### src/logic/sah_pkg.sv
// Shared constants for the converter control and host interface
`default_nettype none
package sah_pkg;
  // Resolution and sequencing
  localparam int unsigned RES_BITS      = 10;
  localparam int unsigned PHASE_W       = 3;
  localparam logic [2:0]  PHASE_FIRST   = 3'h0;
  localparam logic [2:0]  PHASE_COMPARE = 3'h7;  // Eight clocks per comparison
  localparam logic [9:0]  TOKEN_MSB     = 10'h200;
  localparam logic [9:0]  CODE_ZERO     = 10'h000;
  // Bus byte layout
  localparam logic [7:0]  BYTE_ZERO     = 8'h00;
  localparam int unsigned HI_MSB        = 9;
  localparam int unsigned HI_LSB        = 2;
  localparam int unsigned LO_MSB        = 1;
  localparam int unsigned LO_PAD        = 6;
  localparam logic [5:0]  LO_PAD_ZERO   = 6'h00;
  // Timing
  localparam int unsigned CLK_PERIOD_NS = 20;
  localparam int unsigned ONE_SHOT_NS   = 400;
  localparam int unsigned ONE_SHOT_CYC  = ONE_SHOT_NS / CLK_PERIOD_NS;
  localparam int unsigned SHOT_W        = 5;
  // Conversion control states, Gray along idle-hold-convert-transfer
  typedef enum logic [1:0] {
    SAH_IDLE = 2'h0,
    SAH_HOLD = 2'h1,
    SAH_CONV = 2'h3,
    SAH_RESULT_TRANSFER_STROBE = 2'h2
  } sah_state_t;
endpackage
`default_nettype wire

### src/logic/sah_ctrl.sv
// Successive-approximation control and 8-bit host interface
`default_nettype none
module sah_ctrl (
  // Clock and reset
  input  wire logic       i_ref_clk,
  input  wire logic       i_rstn,
  // Host strobes, active low, asynchronous
  input  wire logic       i_cs_n,
  input  wire logic       i_wr_n,
  input  wire logic       i_rd_n,
  // Analog front end
  input  wire logic       i_cmp_above,
  input  wire logic       i_vin_neg_ge_pos,
  output logic [9:0]      o_trial_code,
  // Data bus, one output enable shared by all lines
  output logic [7:0]      o_bus_data,
  output logic            o_bus_oe,
  // Status
  output logic            o_conversion_done_n,
  output logic            o_result_transfer_strobe
);
  // Two-flop synchronisers for every pin input except clock and reset
  localparam logic [4:0] SYNC_IDLE = 5'h07;  // Strobes high, analog flags low
  logic [4:0] sync1_r;
  logic [4:0] sync2_r;
  always_ff @(posedge i_ref_clk or negedge i_rstn) begin
    if (!i_rstn) begin
      sync1_r <= SYNC_IDLE;
      sync2_r <= SYNC_IDLE;
    end else begin
      sync1_r <= {i_vin_neg_ge_pos, i_cmp_above, i_rd_n, i_wr_n, i_cs_n};
      sync2_r <= sync1_r;
    end
  end

  logic cs_s, wr_s, rd_s, cmp_s, neg_s;
  assign cs_s  = ~sync2_r[0];
  assign wr_s  = ~sync2_r[1];
  assign rd_s  = ~sync2_r[2];
  assign cmp_s = sync2_r[3];
  assign neg_s = sync2_r[4];

  logic start_set, read_on;
  assign start_set = cs_s & wr_s;
  assign read_on   = cs_s & rd_s;

  // Conversion state
  sah_pkg::sah_state_t state_r, state_nxt;
  logic [9:0] sar_r, sar_nxt;
  logic [9:0] token_r, token_nxt;
  logic [2:0] phase_r, phase_nxt;
  logic       token_input_flop_r, token_input_flop_nxt;
  logic [9:0] result_r, result_nxt;
  logic       start_clear_gate;

  // Clearing pulse only lands once the set condition is gone
  // start latch release
  assign start_clear_gate = token_input_flop_r & ~start_set;

  // Sequencer next state
  always_comb begin
    state_nxt            = state_r;
    sar_nxt              = sar_r;
    token_nxt            = token_r;
    phase_nxt            = phase_r;
    token_input_flop_nxt = token_input_flop_r;
    result_nxt           = result_r;
    if (start_set) begin
      state_nxt            = sah_pkg::SAH_HOLD;
      sar_nxt              = sah_pkg::CODE_ZERO;
      token_nxt            = sah_pkg::CODE_ZERO;
      phase_nxt            = sah_pkg::PHASE_FIRST;
      token_input_flop_nxt = 1'b1;
    end else begin
      case (state_r)
        sah_pkg::SAH_IDLE: begin
          token_input_flop_nxt = 1'b0;
        end
        sah_pkg::SAH_HOLD: begin
          if (start_clear_gate) begin
            state_nxt            = sah_pkg::SAH_CONV;
            token_nxt            = sah_pkg::TOKEN_MSB;
            phase_nxt            = sah_pkg::PHASE_FIRST;
            token_input_flop_nxt = 1'b0;
          end
        end
        sah_pkg::SAH_CONV: begin
          phase_nxt = phase_r + 3'h1;
          if (phase_r == sah_pkg::PHASE_COMPARE) begin
            // keep bit when input above trial
            if (cmp_s) begin
              sar_nxt = sar_r | token_r;
            end
            token_nxt = token_r >> 1;
            if (token_r[0]) begin
              state_nxt = sah_pkg::SAH_RESULT_TRANSFER_STROBE;
            end
          end
        end
        sah_pkg::SAH_RESULT_TRANSFER_STROBE: begin
          result_nxt = neg_s ? sah_pkg::CODE_ZERO : sar_r;
          state_nxt  = sah_pkg::SAH_IDLE;
        end
        default: begin
          state_nxt = sah_pkg::SAH_IDLE;
        end
      endcase
    end
  end

  always_ff @(posedge i_ref_clk or negedge i_rstn) begin
    if (!i_rstn) begin
      state_r            <= sah_pkg::SAH_IDLE;
      sar_r              <= sah_pkg::CODE_ZERO;
      token_r            <= sah_pkg::CODE_ZERO;
      phase_r            <= sah_pkg::PHASE_FIRST;
      token_input_flop_r <= 1'b0;
      result_r           <= sah_pkg::CODE_ZERO;
    end else begin
      state_r            <= state_nxt;
      sar_r              <= sar_nxt;
      token_r            <= token_nxt;
      phase_r            <= phase_nxt;
      token_input_flop_r <= token_input_flop_nxt;
      result_r           <= result_nxt;
    end
  end

  // Trial code presented to the ladder
  assign o_trial_code             = sar_r | token_r;
  assign o_result_transfer_strobe = (state_r == sah_pkg::SAH_RESULT_TRANSFER_STROBE);

  // One-shot fires on the falling edge of the transfer strobe
  logic result_transfer_strobe_q_r, shot_active, shot_fire;
  always_ff @(posedge i_ref_clk or negedge i_rstn) begin
    if (!i_rstn) begin
      result_transfer_strobe_q_r <= 1'b0;
    end else begin
      result_transfer_strobe_q_r <= o_result_transfer_strobe;
    end
  end
  assign shot_fire = result_transfer_strobe_q_r & ~o_result_transfer_strobe;

  sah_oneshot u_oneshot (
    .i_ref_clk (i_ref_clk),
    .i_rstn    (i_rstn),
    .i_fire    (shot_fire),
    .o_active  (shot_active)
  );

  // Done flag and byte selector
  logic done_r, done_nxt;
  logic sel_lo_r, sel_lo_nxt;
  logic read_q_r, read_q_nxt;
  always_comb begin
    done_nxt   = done_r;
    sel_lo_nxt = sel_lo_r;
    read_q_nxt = read_on;
    // Set wins over any clear in the same cycle
    // read clears flag
    if (read_on || start_set) begin
      done_nxt = 1'b0;
    end
    if (shot_active) begin
      done_nxt = 1'b1;
    end
    if (read_q_r && !read_on) begin
      sel_lo_nxt = ~sel_lo_r;
    end
    if (o_result_transfer_strobe) begin
      sel_lo_nxt = 1'b0;
    end
  end

  always_ff @(posedge i_ref_clk or negedge i_rstn) begin
    if (!i_rstn) begin
      done_r   <= 1'b0;
      sel_lo_r <= 1'b0;
      read_q_r <= 1'b0;
    end else begin
      done_r   <= done_nxt;
      sel_lo_r <= sel_lo_nxt;
      read_q_r <= read_q_nxt;
    end
  end

  assign o_conversion_done_n = ~(done_r | shot_active);

  // Registered byte, chosen ahead so it is stable when the bus opens
  logic [7:0] byte_r, byte_nxt;
  always_comb begin
    if (sel_lo_r) begin
      byte_nxt = {result_r[sah_pkg::LO_MSB:0], sah_pkg::LO_PAD_ZERO};
    end else begin
      byte_nxt = result_r[sah_pkg::HI_MSB:sah_pkg::HI_LSB];
    end
  end

  always_ff @(posedge i_ref_clk or negedge i_rstn) begin
    if (!i_rstn) begin
      byte_r <= sah_pkg::BYTE_ZERO;
    end else begin
      byte_r <= byte_nxt;
    end
  end

  assign o_bus_data = byte_r;
  assign o_bus_oe   = read_on;
endmodule
`default_nettype wire

### src/logic/sah_oneshot.sv
// One-shot that stretches the transfer strobe into the done set pulse
`default_nettype none
module sah_oneshot (
  // Clock and reset
  input  wire logic i_ref_clk,
  input  wire logic i_rstn,
  // Trigger and pulse
  input  wire logic i_fire,
  output logic      o_active
);
  localparam logic [4:0] SHOT_LOAD = 5'(sah_pkg::ONE_SHOT_CYC);
  localparam logic [4:0] SHOT_NONE = 5'h00;
  localparam logic [4:0] SHOT_STEP = 5'h01;

  logic [4:0] cnt_r;
  logic [4:0] cnt_nxt;

  // Retrigger reloads; otherwise count down to idle
  always_comb begin
    cnt_nxt = cnt_r;
    if (i_fire) begin
      cnt_nxt = SHOT_LOAD;
    end else if (cnt_r != SHOT_NONE) begin
      cnt_nxt = cnt_r - SHOT_STEP;
    end
  end

  always_ff @(posedge i_ref_clk or negedge i_rstn) begin
    if (!i_rstn) begin
      cnt_r <= SHOT_NONE;
    end else begin
      cnt_r <= cnt_nxt;
    end
  end

  // Pulse width is exactly the load count
  assign o_active = (cnt_r != SHOT_NONE);
endmodule
`default_nettype wire

### config.mk
export PLATFORM = sky130hd
export DESIGN_NAME = sah_ctrl
export DESIGN_NICKNAME = d
export VERILOG_FILES = /design/src/logic/sah_pkg.sv /design/src/logic/sah_ctrl.sv /design/src/logic/sah_oneshot.sv
export SDC_FILE = /design/constraint.sdc
export NUM_CORES = 1
export LEC_CHECK = 0
export ABC_AREA = 1
export ABC_CLOCK_PERIOD_IN_PS = 1480
export BUFFER_PORTS_ARGS = -buffer_cell sky130_fd_sc_hd__buf_4
export CAP_MARGIN = 30
export CORE_ASPECT_RATIO = 1.5
export CORE_MARGIN = 4
export CORE_UTILIZATION = 56
export DETAILED_ROUTE_END_ITERATION = 16
export GPL_TIMING_DRIVEN = 0
export HOLD_SLACK_MARGIN = 0.12
export PLACE_DENSITY = 0.77
export SYNTH_ARGS = -nofsm -noshare
export SYNTH_HDL_FRONTEND = slang
export SYNTH_SLANG_ARGS = --single-unit
### constraint.sdc
create_clock -name i_ref_clk -period 1.48 [get_ports i_ref_clk]
set_input_delay 0.296 -clock i_ref_clk [delete_from_list [all_inputs] [get_ports i_ref_clk]]
set_output_delay 0.296 -clock i_ref_clk [all_outputs]
set_load 0.1 [all_outputs]
== After elaboration in Yosys (flattened, before gate mapping) ==
Index checks and enable logic that the tools add are counted.

* Add/sub/neg operators: 2
* Equal/unequal tests: 7
* Multiplexer cells: 27
* Bitwise gates (word level): 13
* Reductions and logical operators: 20

{| class="wikitable"
|+ Operators with widths
! cell !! count
|-
| two-way mux 10 bit || 8
|-
| one-hot mux 10 bit (2 select lines) || 1
|-
| nonzero test 2 bit || 6
|-
| two-way mux 5 bit || 2
|-
| bitwise OR 10 bit || 1
|-
| inequality test 3 bit (second input constant) || 3
|-
| two-way mux 2 bit || 4
|-
| two-way mux 8 bit || 1
|-
| NOT 1 bit || 7
|-
| two-way mux 1 bit || 6
|-
| two-way mux 3 bit || 2
|-
| one-hot mux 2 bit (3 select lines) || 1
|-
| one-hot mux 3 bit (2 select lines) || 1
|-
| AND reduction 2 bit || 3
|-
| AND reduction 3 bit || 2
|-
| nonzero test 3 bit || 2
|-
| nonzero test 5 bit || 1
|-
| subtractor 5 x 1 -> 5 bit (second input constant) || 1
|-
| bitwise AND 1 bit || 4
|-
| == test 2 bit (second input constant) || 2
|-
| AND reduction 4 bit || 1
|-
| nonzero test 4 bit || 1
|-
| adder 3 x 1 -> 3 bit (second input constant) || 1
|-
| == test 3 bit (second input constant) || 1
|-
| other kinds (7) || 7
|}

* Flip-flop bits (word level): 63
* Bits of input ports: 7

== Logic depth before layout (Yosys ltp) ==
* Depth after elaboration: 7
* Mapped depth: 8
* Gate-level depth less buffers: 8

== Cells and area by module ==
A second synthesis with hierarchy kept.

* Cell total of the unflattened synthesis: 280
* Area, all modules: 2,615.0 um^2

{| class="wikitable"
|+ Modules (own cells, without submodules)
! module !! times used !! cells each !! area each (um^2) !! sequential area each (um^2)
|-
| sah_ctrl || 1 || 247 || 2,347.3 || 1,458.9
|-
| sah_oneshot || 1 || 33 || 267.8 || 125.1
|}

== Worst setup path after synthesis ==
Ideal clock, no wire load.

* Path kind: reg-to-output
* Start: register u_oneshot.cnt_r[0]
* End: output port o_conversion_done_n
* Data arrival time: 2,074 ps
* Required time: 1,184 ps
* Path slack: -890 ps
* Cell stages (with the launch flop): 5
* Path buffers: 0
* Path through: dfrtp_1 inv_1 ha_1 nand3b_1 nor2_1

* Cells in the longest elaborated chain, start to end: 3

{| class="wikitable"
|+ Ends and longest elaborated chain
! element !! line !! RTL
|-
| start: declaration || sah_oneshot.sv:15 || <nowiki>logic [4:0] cnt_r;</nowiki>
|-
| start signal: assignment || sah_oneshot.sv:32 || <nowiki>cnt_r <= cnt_nxt;</nowiki>
|-
| nonzero test 5 bit || sah_oneshot.sv:37 || <nowiki>assign o_active = (cnt_r != SHOT_NONE);</nowiki>
|-
| bitwise OR 1 bit || sah_ctrl.sv:187 || <nowiki>assign o_conversion_done_n = ~(done_r | shot_active);</nowiki>
|-
| NOT 1 bit || sah_ctrl.sv:187 ||
|-
| end: declaration || sah_ctrl.sv:19 || <nowiki>output logic o_conversion_done_n,</nowiki>
|}

Every way passes these cells.

== Worst setup path in the final report ==
* Start: register u_oneshot.cnt_r[1]
* End: output port o_conversion_done_n

Same word-level chain as after synthesis.

==> impl_results.rst <==
.. list-table::
   :header-rows: 1

   * - Metric
     - Value
   * - Core occupancy in the finished layout
     - 0.7503
   * - Maximum number of pins on one net before global-route repair
     - between 60 and 70
   * - FF-to-FF Start
     - sync2_r[0]
   * - Number of enable-type register cells in the synthesized netlist
     - 0
   * - Number of nets in the layout
     - approximately 340
   * - Total CTS buffers
     - 9
   * - Shortest clock period the worst path allows after layout
     - between 1500 and 2000 ps
   * - Synth Area in XOR/XNOR
     - 0.006734
   * - Cell count after synthesis
     - about 270
   * - Transition time at the pin with the least slew margin
     - around 760 ps
   * - Leftover overflow at the end of global routing
     - 0
   * - Delay contributed by the slowest stage of the critical path
     - approximately 380 ps
   * - Reg clk slew, reported paths
     - ~60 ps
   * - Overall global routing resource usage
     - 0.1899
   * - Leading register cell type out of synthesis
     - sky130_fd_sc_hd__dfrtp_1
   * - Yosys warning count
     - 0
   * - Syn Nets
     - around 280
   * - Portion of total power attributed to combinational logic
     - 0.348
   * - Count of maximum capacitance violations
     - 0
   * - Max Fclk
     - approximately 570 MHz
   * - Worst hold-check path type
     - reg2reg
   * - Share of the yosys chip area belonging to registers
     - 0.6089
   * - Most area-hungry cell type in the Yosys netlist
     - sky130_fd_sc_hd__dfrtp_1
   * - Height of the die
     - approximately 91 µm
   * - Source of the critical timing path
     - u_oneshot.cnt_r[1]
   * - Share of final-layout standard cells stronger than drive strength 1
     - 0.2961
   * - Number of antenna violations at the first check in global routing
     - 0
   * - Final std cell area, no fill
     - approximately 3400 µm²
   * - Cell internal power dissipation
     - 3.419 mW
   * - Post-route ant nets
     - 0
   * - Avg Cell Area, Syn
     - 9.563 µm²
   * - Number of buffer and inverter instances along the worst setup path
     - 2
   * - Worst setup endpoint
     - o_conversion_done_n
   * - Terminus of the critical flop-to-flop path
     - token_r[4]
   * - Dominant cell by count in the synthesized netlist
     - sky130_fd_sc_hd__nand2_1
   * - Data required time at the worst endpoint
     - between 1000 and 1500 ps
   * - Result of the run
     - complete, but fails checks
   * - Detail-routed net length per standard cell
     - about 13 µm
   * - Number of buffers on the longest clock path
     - 2
   * - Area fraction in compound gates after synthesis
     - 0.07071
   * - Place WS
     - -142.4 ps
   * - Failing checks
     - setup timing
   * - Count of endpoints failing setup in the final report
     - 1
   * - #FFs+latches synth
     - 63
   * - Routed wire length
     - 4981 µm
   * - Setup repair after global routing missed its margin
     - yes
   * - Number of input and output port buffers inserted
     - 27
   * - Total iterations of the first detailed-routing run
     - 4
   * - CTS Root Cell
     - sky130_fd_sc_hd__clkbuf_8
   * - Slew Limit Headroom
     - 0.4926
   * - Worst voltage drop across the vdd grid
     - ~1.8 mV
   * - Clock latency on the worst-skew pair
     - roughly 340 ps
   * - Element type at the critical path end
     - primary output
   * - Power per cell area
     - between 1500 and 2000 nW/µm²
   * - P_leak
     - approximately 1.6 nW
   * - Worst hold slack after final layout
     - 347.5 ps
   * - Simple logic cell fraction of the synthesized area
     - 0.2198
   * - CTS tree
     - built
   * - Area of placed instances
     - between 2000 and 3000 µm²
   * - Residual DRC
     - 0
   * - Switching power summed over all nets
     - between 1.5 and 2 mW
   * - Net switching fraction of the power
     - 0.3640
   * - Final Max Slew Viols
     - 0
   * - Core area
     - approximately 4500 µm²
   * - Share of async-settable or async-resettable flops after synthesis
     - 1.000
   * - Count of standard-cell rows
     - 30
   * - Share of power burned in the clock network
     - 0.267
   * - Antenna cell count
     - 0
   * - Worst Path Max Fanout
     - 2
   * - Standard cell with the maximum stage delay on the critical path
     - sky130_fd_sc_hd__dfrtp_1
   * - Hold Fails Final Rpt
     - 0
   * - Worst Skew
     - slightly below 4 ps
   * - Sequential cell fraction of total power
     - 0.386
   * - Post-route clock period utilization
     - 1.181
   * - Multiplexer share of the synthesized area
     - 0.003848
   * - Adder-cell share of the synthesized area
     - 0.01443
   * - Die width
     - roughly 64 µm
   * - # fillers
     - 301
   * - Final non-filler cell total
     - approximately 380
   * - Post-DR vias/cell
     - between 5 and 6
   * - Placer Congestion
     - slightly below 0.8
   * - Crit path arrival time
     - roughly 1500 ps
   * - Count of cells along the worst register-to-register path
     - 7
   * - Initial DRC count
     - slightly above 80
   * - Number of I/O pins
     - 28
   * - Sink Count
     - 63
   * - Number of distinct library cells after synthesis
     - 30
   * - CP top delay family
     - flip-flops
   * - Slack of the worst reg-to-reg path
     - 0 ps
   * - Most instantiated cells after synthesis
     - sky130_fd_sc_hd__nand2_1 (62), sky130_fd_sc_hd__dfrtp_1 (57), sky130_fd_sc_hd__inv_1 (37)
   * - Tot Pwr
     - 5.376 mW
   * - Total number of cells along the worst setup path
     - 5
   * - Final HPWL from detailed placement
     - about 3100 µm
   * - Post-route worst setup slack
     - -267.7 ps
   * - TNS Setup
     - -267.7 ps
   * - Vias post-DR
     - roughly 1900
   * - Die outline area
     - just under 6000 µm²
   * - Placed instance count
     - approximately 350
   * - Area share of the largest cell type after synthesis
     - 0.5483
   * - Setup Crit Path Kind
     - reg2out
   * - Leading post-synthesis cells by cell area
     - sky130_fd_sc_hd__dfrtp_1 (55%), sky130_fd_sc_hd__nand2_1 (8.9%), sky130_fd_sc_hd__dfstp_2 (6.1%), sky130_fd_sc_hd__inv_1 (5.3%), sky130_fd_sc_hd__nand3_1 (4.0%)
   * - Post-Syn Area
     - around 2600 µm²
   * - First-pass GRT wire length
     - between 8000 and 9000 µm
   * - Number of global-route vias before repair
     - between 2000 and 2500
   * - Starting utilization of the core area
     - 0.5775
   * - Synthesis-to-layout area growth
     - 29.92%
   * - Crit start category
     - register
   * - CTS HTree Levels
     - 3
   * - Dominant combinational cell family by area after synthesis
     - simple AND/OR/NAND/NOR gates
   * - Cell breakdown of the critical path
     - inv_1, ha_2, nand3b_1, nor2_4, buf_12
## repair_timing
item                                   4_1_cts  5_1_grt
pin swaps                                    3       18
setup endpoints to repair                    3       22
endpoints found under the hold margin       62        0
hold buffers                                 6        0
buffers inserted                             7        2
cloned                                       0        1
gates resized for setup                      8       33
## per-layer routing
metal | track usage | vias to the layer above | routed length (µm)
li1 | - | 956 | -
met5 | 0 | - | 0
met3 | 0.03713 | 11 | 187
met2 | 0.3226 | 39 | 2688
met4 | 0.1135 | 0 | 116
met1 | 0.2175 | 921 | 1989
## kinds of logic after synthesis
logic type,Yosys count
fa+ha+maj,3
compound gates,34
buf+inv,47
mux,1
flops,63
xor+xnor,2
simple gates,122
## how the worst min path moves through the flow
| stage | cells past startpoint | slack [ps] | endpoint | from |
|---|---|---|---|---|
| final | 0 | 350 | sync2_r[3] | sync1_r[3] |
| after global routing | 0 | 360 | sync2_r[1] | sync1_r[1] |
| after CTS | 0 | 350 | sync2_r[3] | sync1_r[3] |
| after detailed placement | 0 | 330 | sync2_r[3] | sync1_r[3] |
| after global placement | 0 | 340 | sync2_r[3] | sync1_r[3] |
| after floorplan | 0 | 0.4 | done_r | i_rstn |
## power groups by stage
stage	Sequential (mW)	Clock [mW]	Combinational, mW
floorplan	2.08	0	1.21
global placement	2.11	0	1.47
detailed placement	2.11	0	1.50
CTS	2.06	1.45	1.70
global route	2.10	1.52	2.07
finish	2.07	1.43	1.87
## flip-flops by register name (all words and copies together) (netlist names), 2 cells and up
signal / cells
state_r: 2
result_r: 10
sar_r: 10
u_oneshot.cnt_r: 5
token_r: 10
sync1_r: 5
sync2_r: 5
o_bus_data: 8
phase_r: 3
## cell type report
| cell class | instances | area [µm²] | area share |
|---|---|---|---|
| flip-flops and latches | 63 | 1585 | 0.4691 |
| multi-input cells | 162 | 925.9 | 0.2740 |
| repair buffers | 43 | 412.9 | 0.1222 |
| inverters | 42 | 162.7 | 0.04813 |
| clock buffers | 12 | 145.1 | 0.04295 |
| well taps | 48 | 60.06 | 0.01777 |
| clock inverters | 4 | 45.04 | 0.01333 |
| plain buffers | 5 | 42.54 | 0.01259 |
## worst register-to-register path, stage by stage (launching register included)
cell and delay, ps:
sky130_fd_sc_hd__dfstp_2 600, sky130_fd_sc_hd__buf_6 130, sky130_fd_sc_hd__nor2_8 40, sky130_fd_sc_hd__nor2_4 190
sky130_fd_sc_hd__nand2_4 110, sky130_fd_sc_hd__buf_6 150, sky130_fd_sc_hd__nand3_2 60, sky130_fd_sc_hd__nand2_1 70
## cell usage in the layout (no fill, tap or decap), types with 3 or more instances in the layout
master	count
sky130_fd_sc_hd__nand2_1	60
sky130_fd_sc_hd__buf_4	25
sky130_fd_sc_hd__buf_6	11
sky130_fd_sc_hd__clkbuf_8	10
sky130_fd_sc_hd__dlygate4sd3_1	6
sky130_fd_sc_hd__o21ai_1	10
sky130_fd_sc_hd__o21ai_0	9
sky130_fd_sc_hd__dfrtp_1	56
sky130_fd_sc_hd__nor2_4	6
sky130_fd_sc_hd__inv_1	37
sky130_fd_sc_hd__nor2_2	5
sky130_fd_sc_hd__nand2_4	3
sky130_fd_sc_hd__nor2_1	17
sky130_fd_sc_hd__clkinv_2	3
sky130_fd_sc_hd__nand3_2	12
sky130_fd_sc_hd__buf_12	3
sky130_fd_sc_hd__clkbuf_1	3
sky130_fd_sc_hd__nand3_1	10
sky130_fd_sc_hd__dfstp_2	6
sky130_fd_sc_hd__a21oi_1	13
Power figures use the tool's default switching activity.
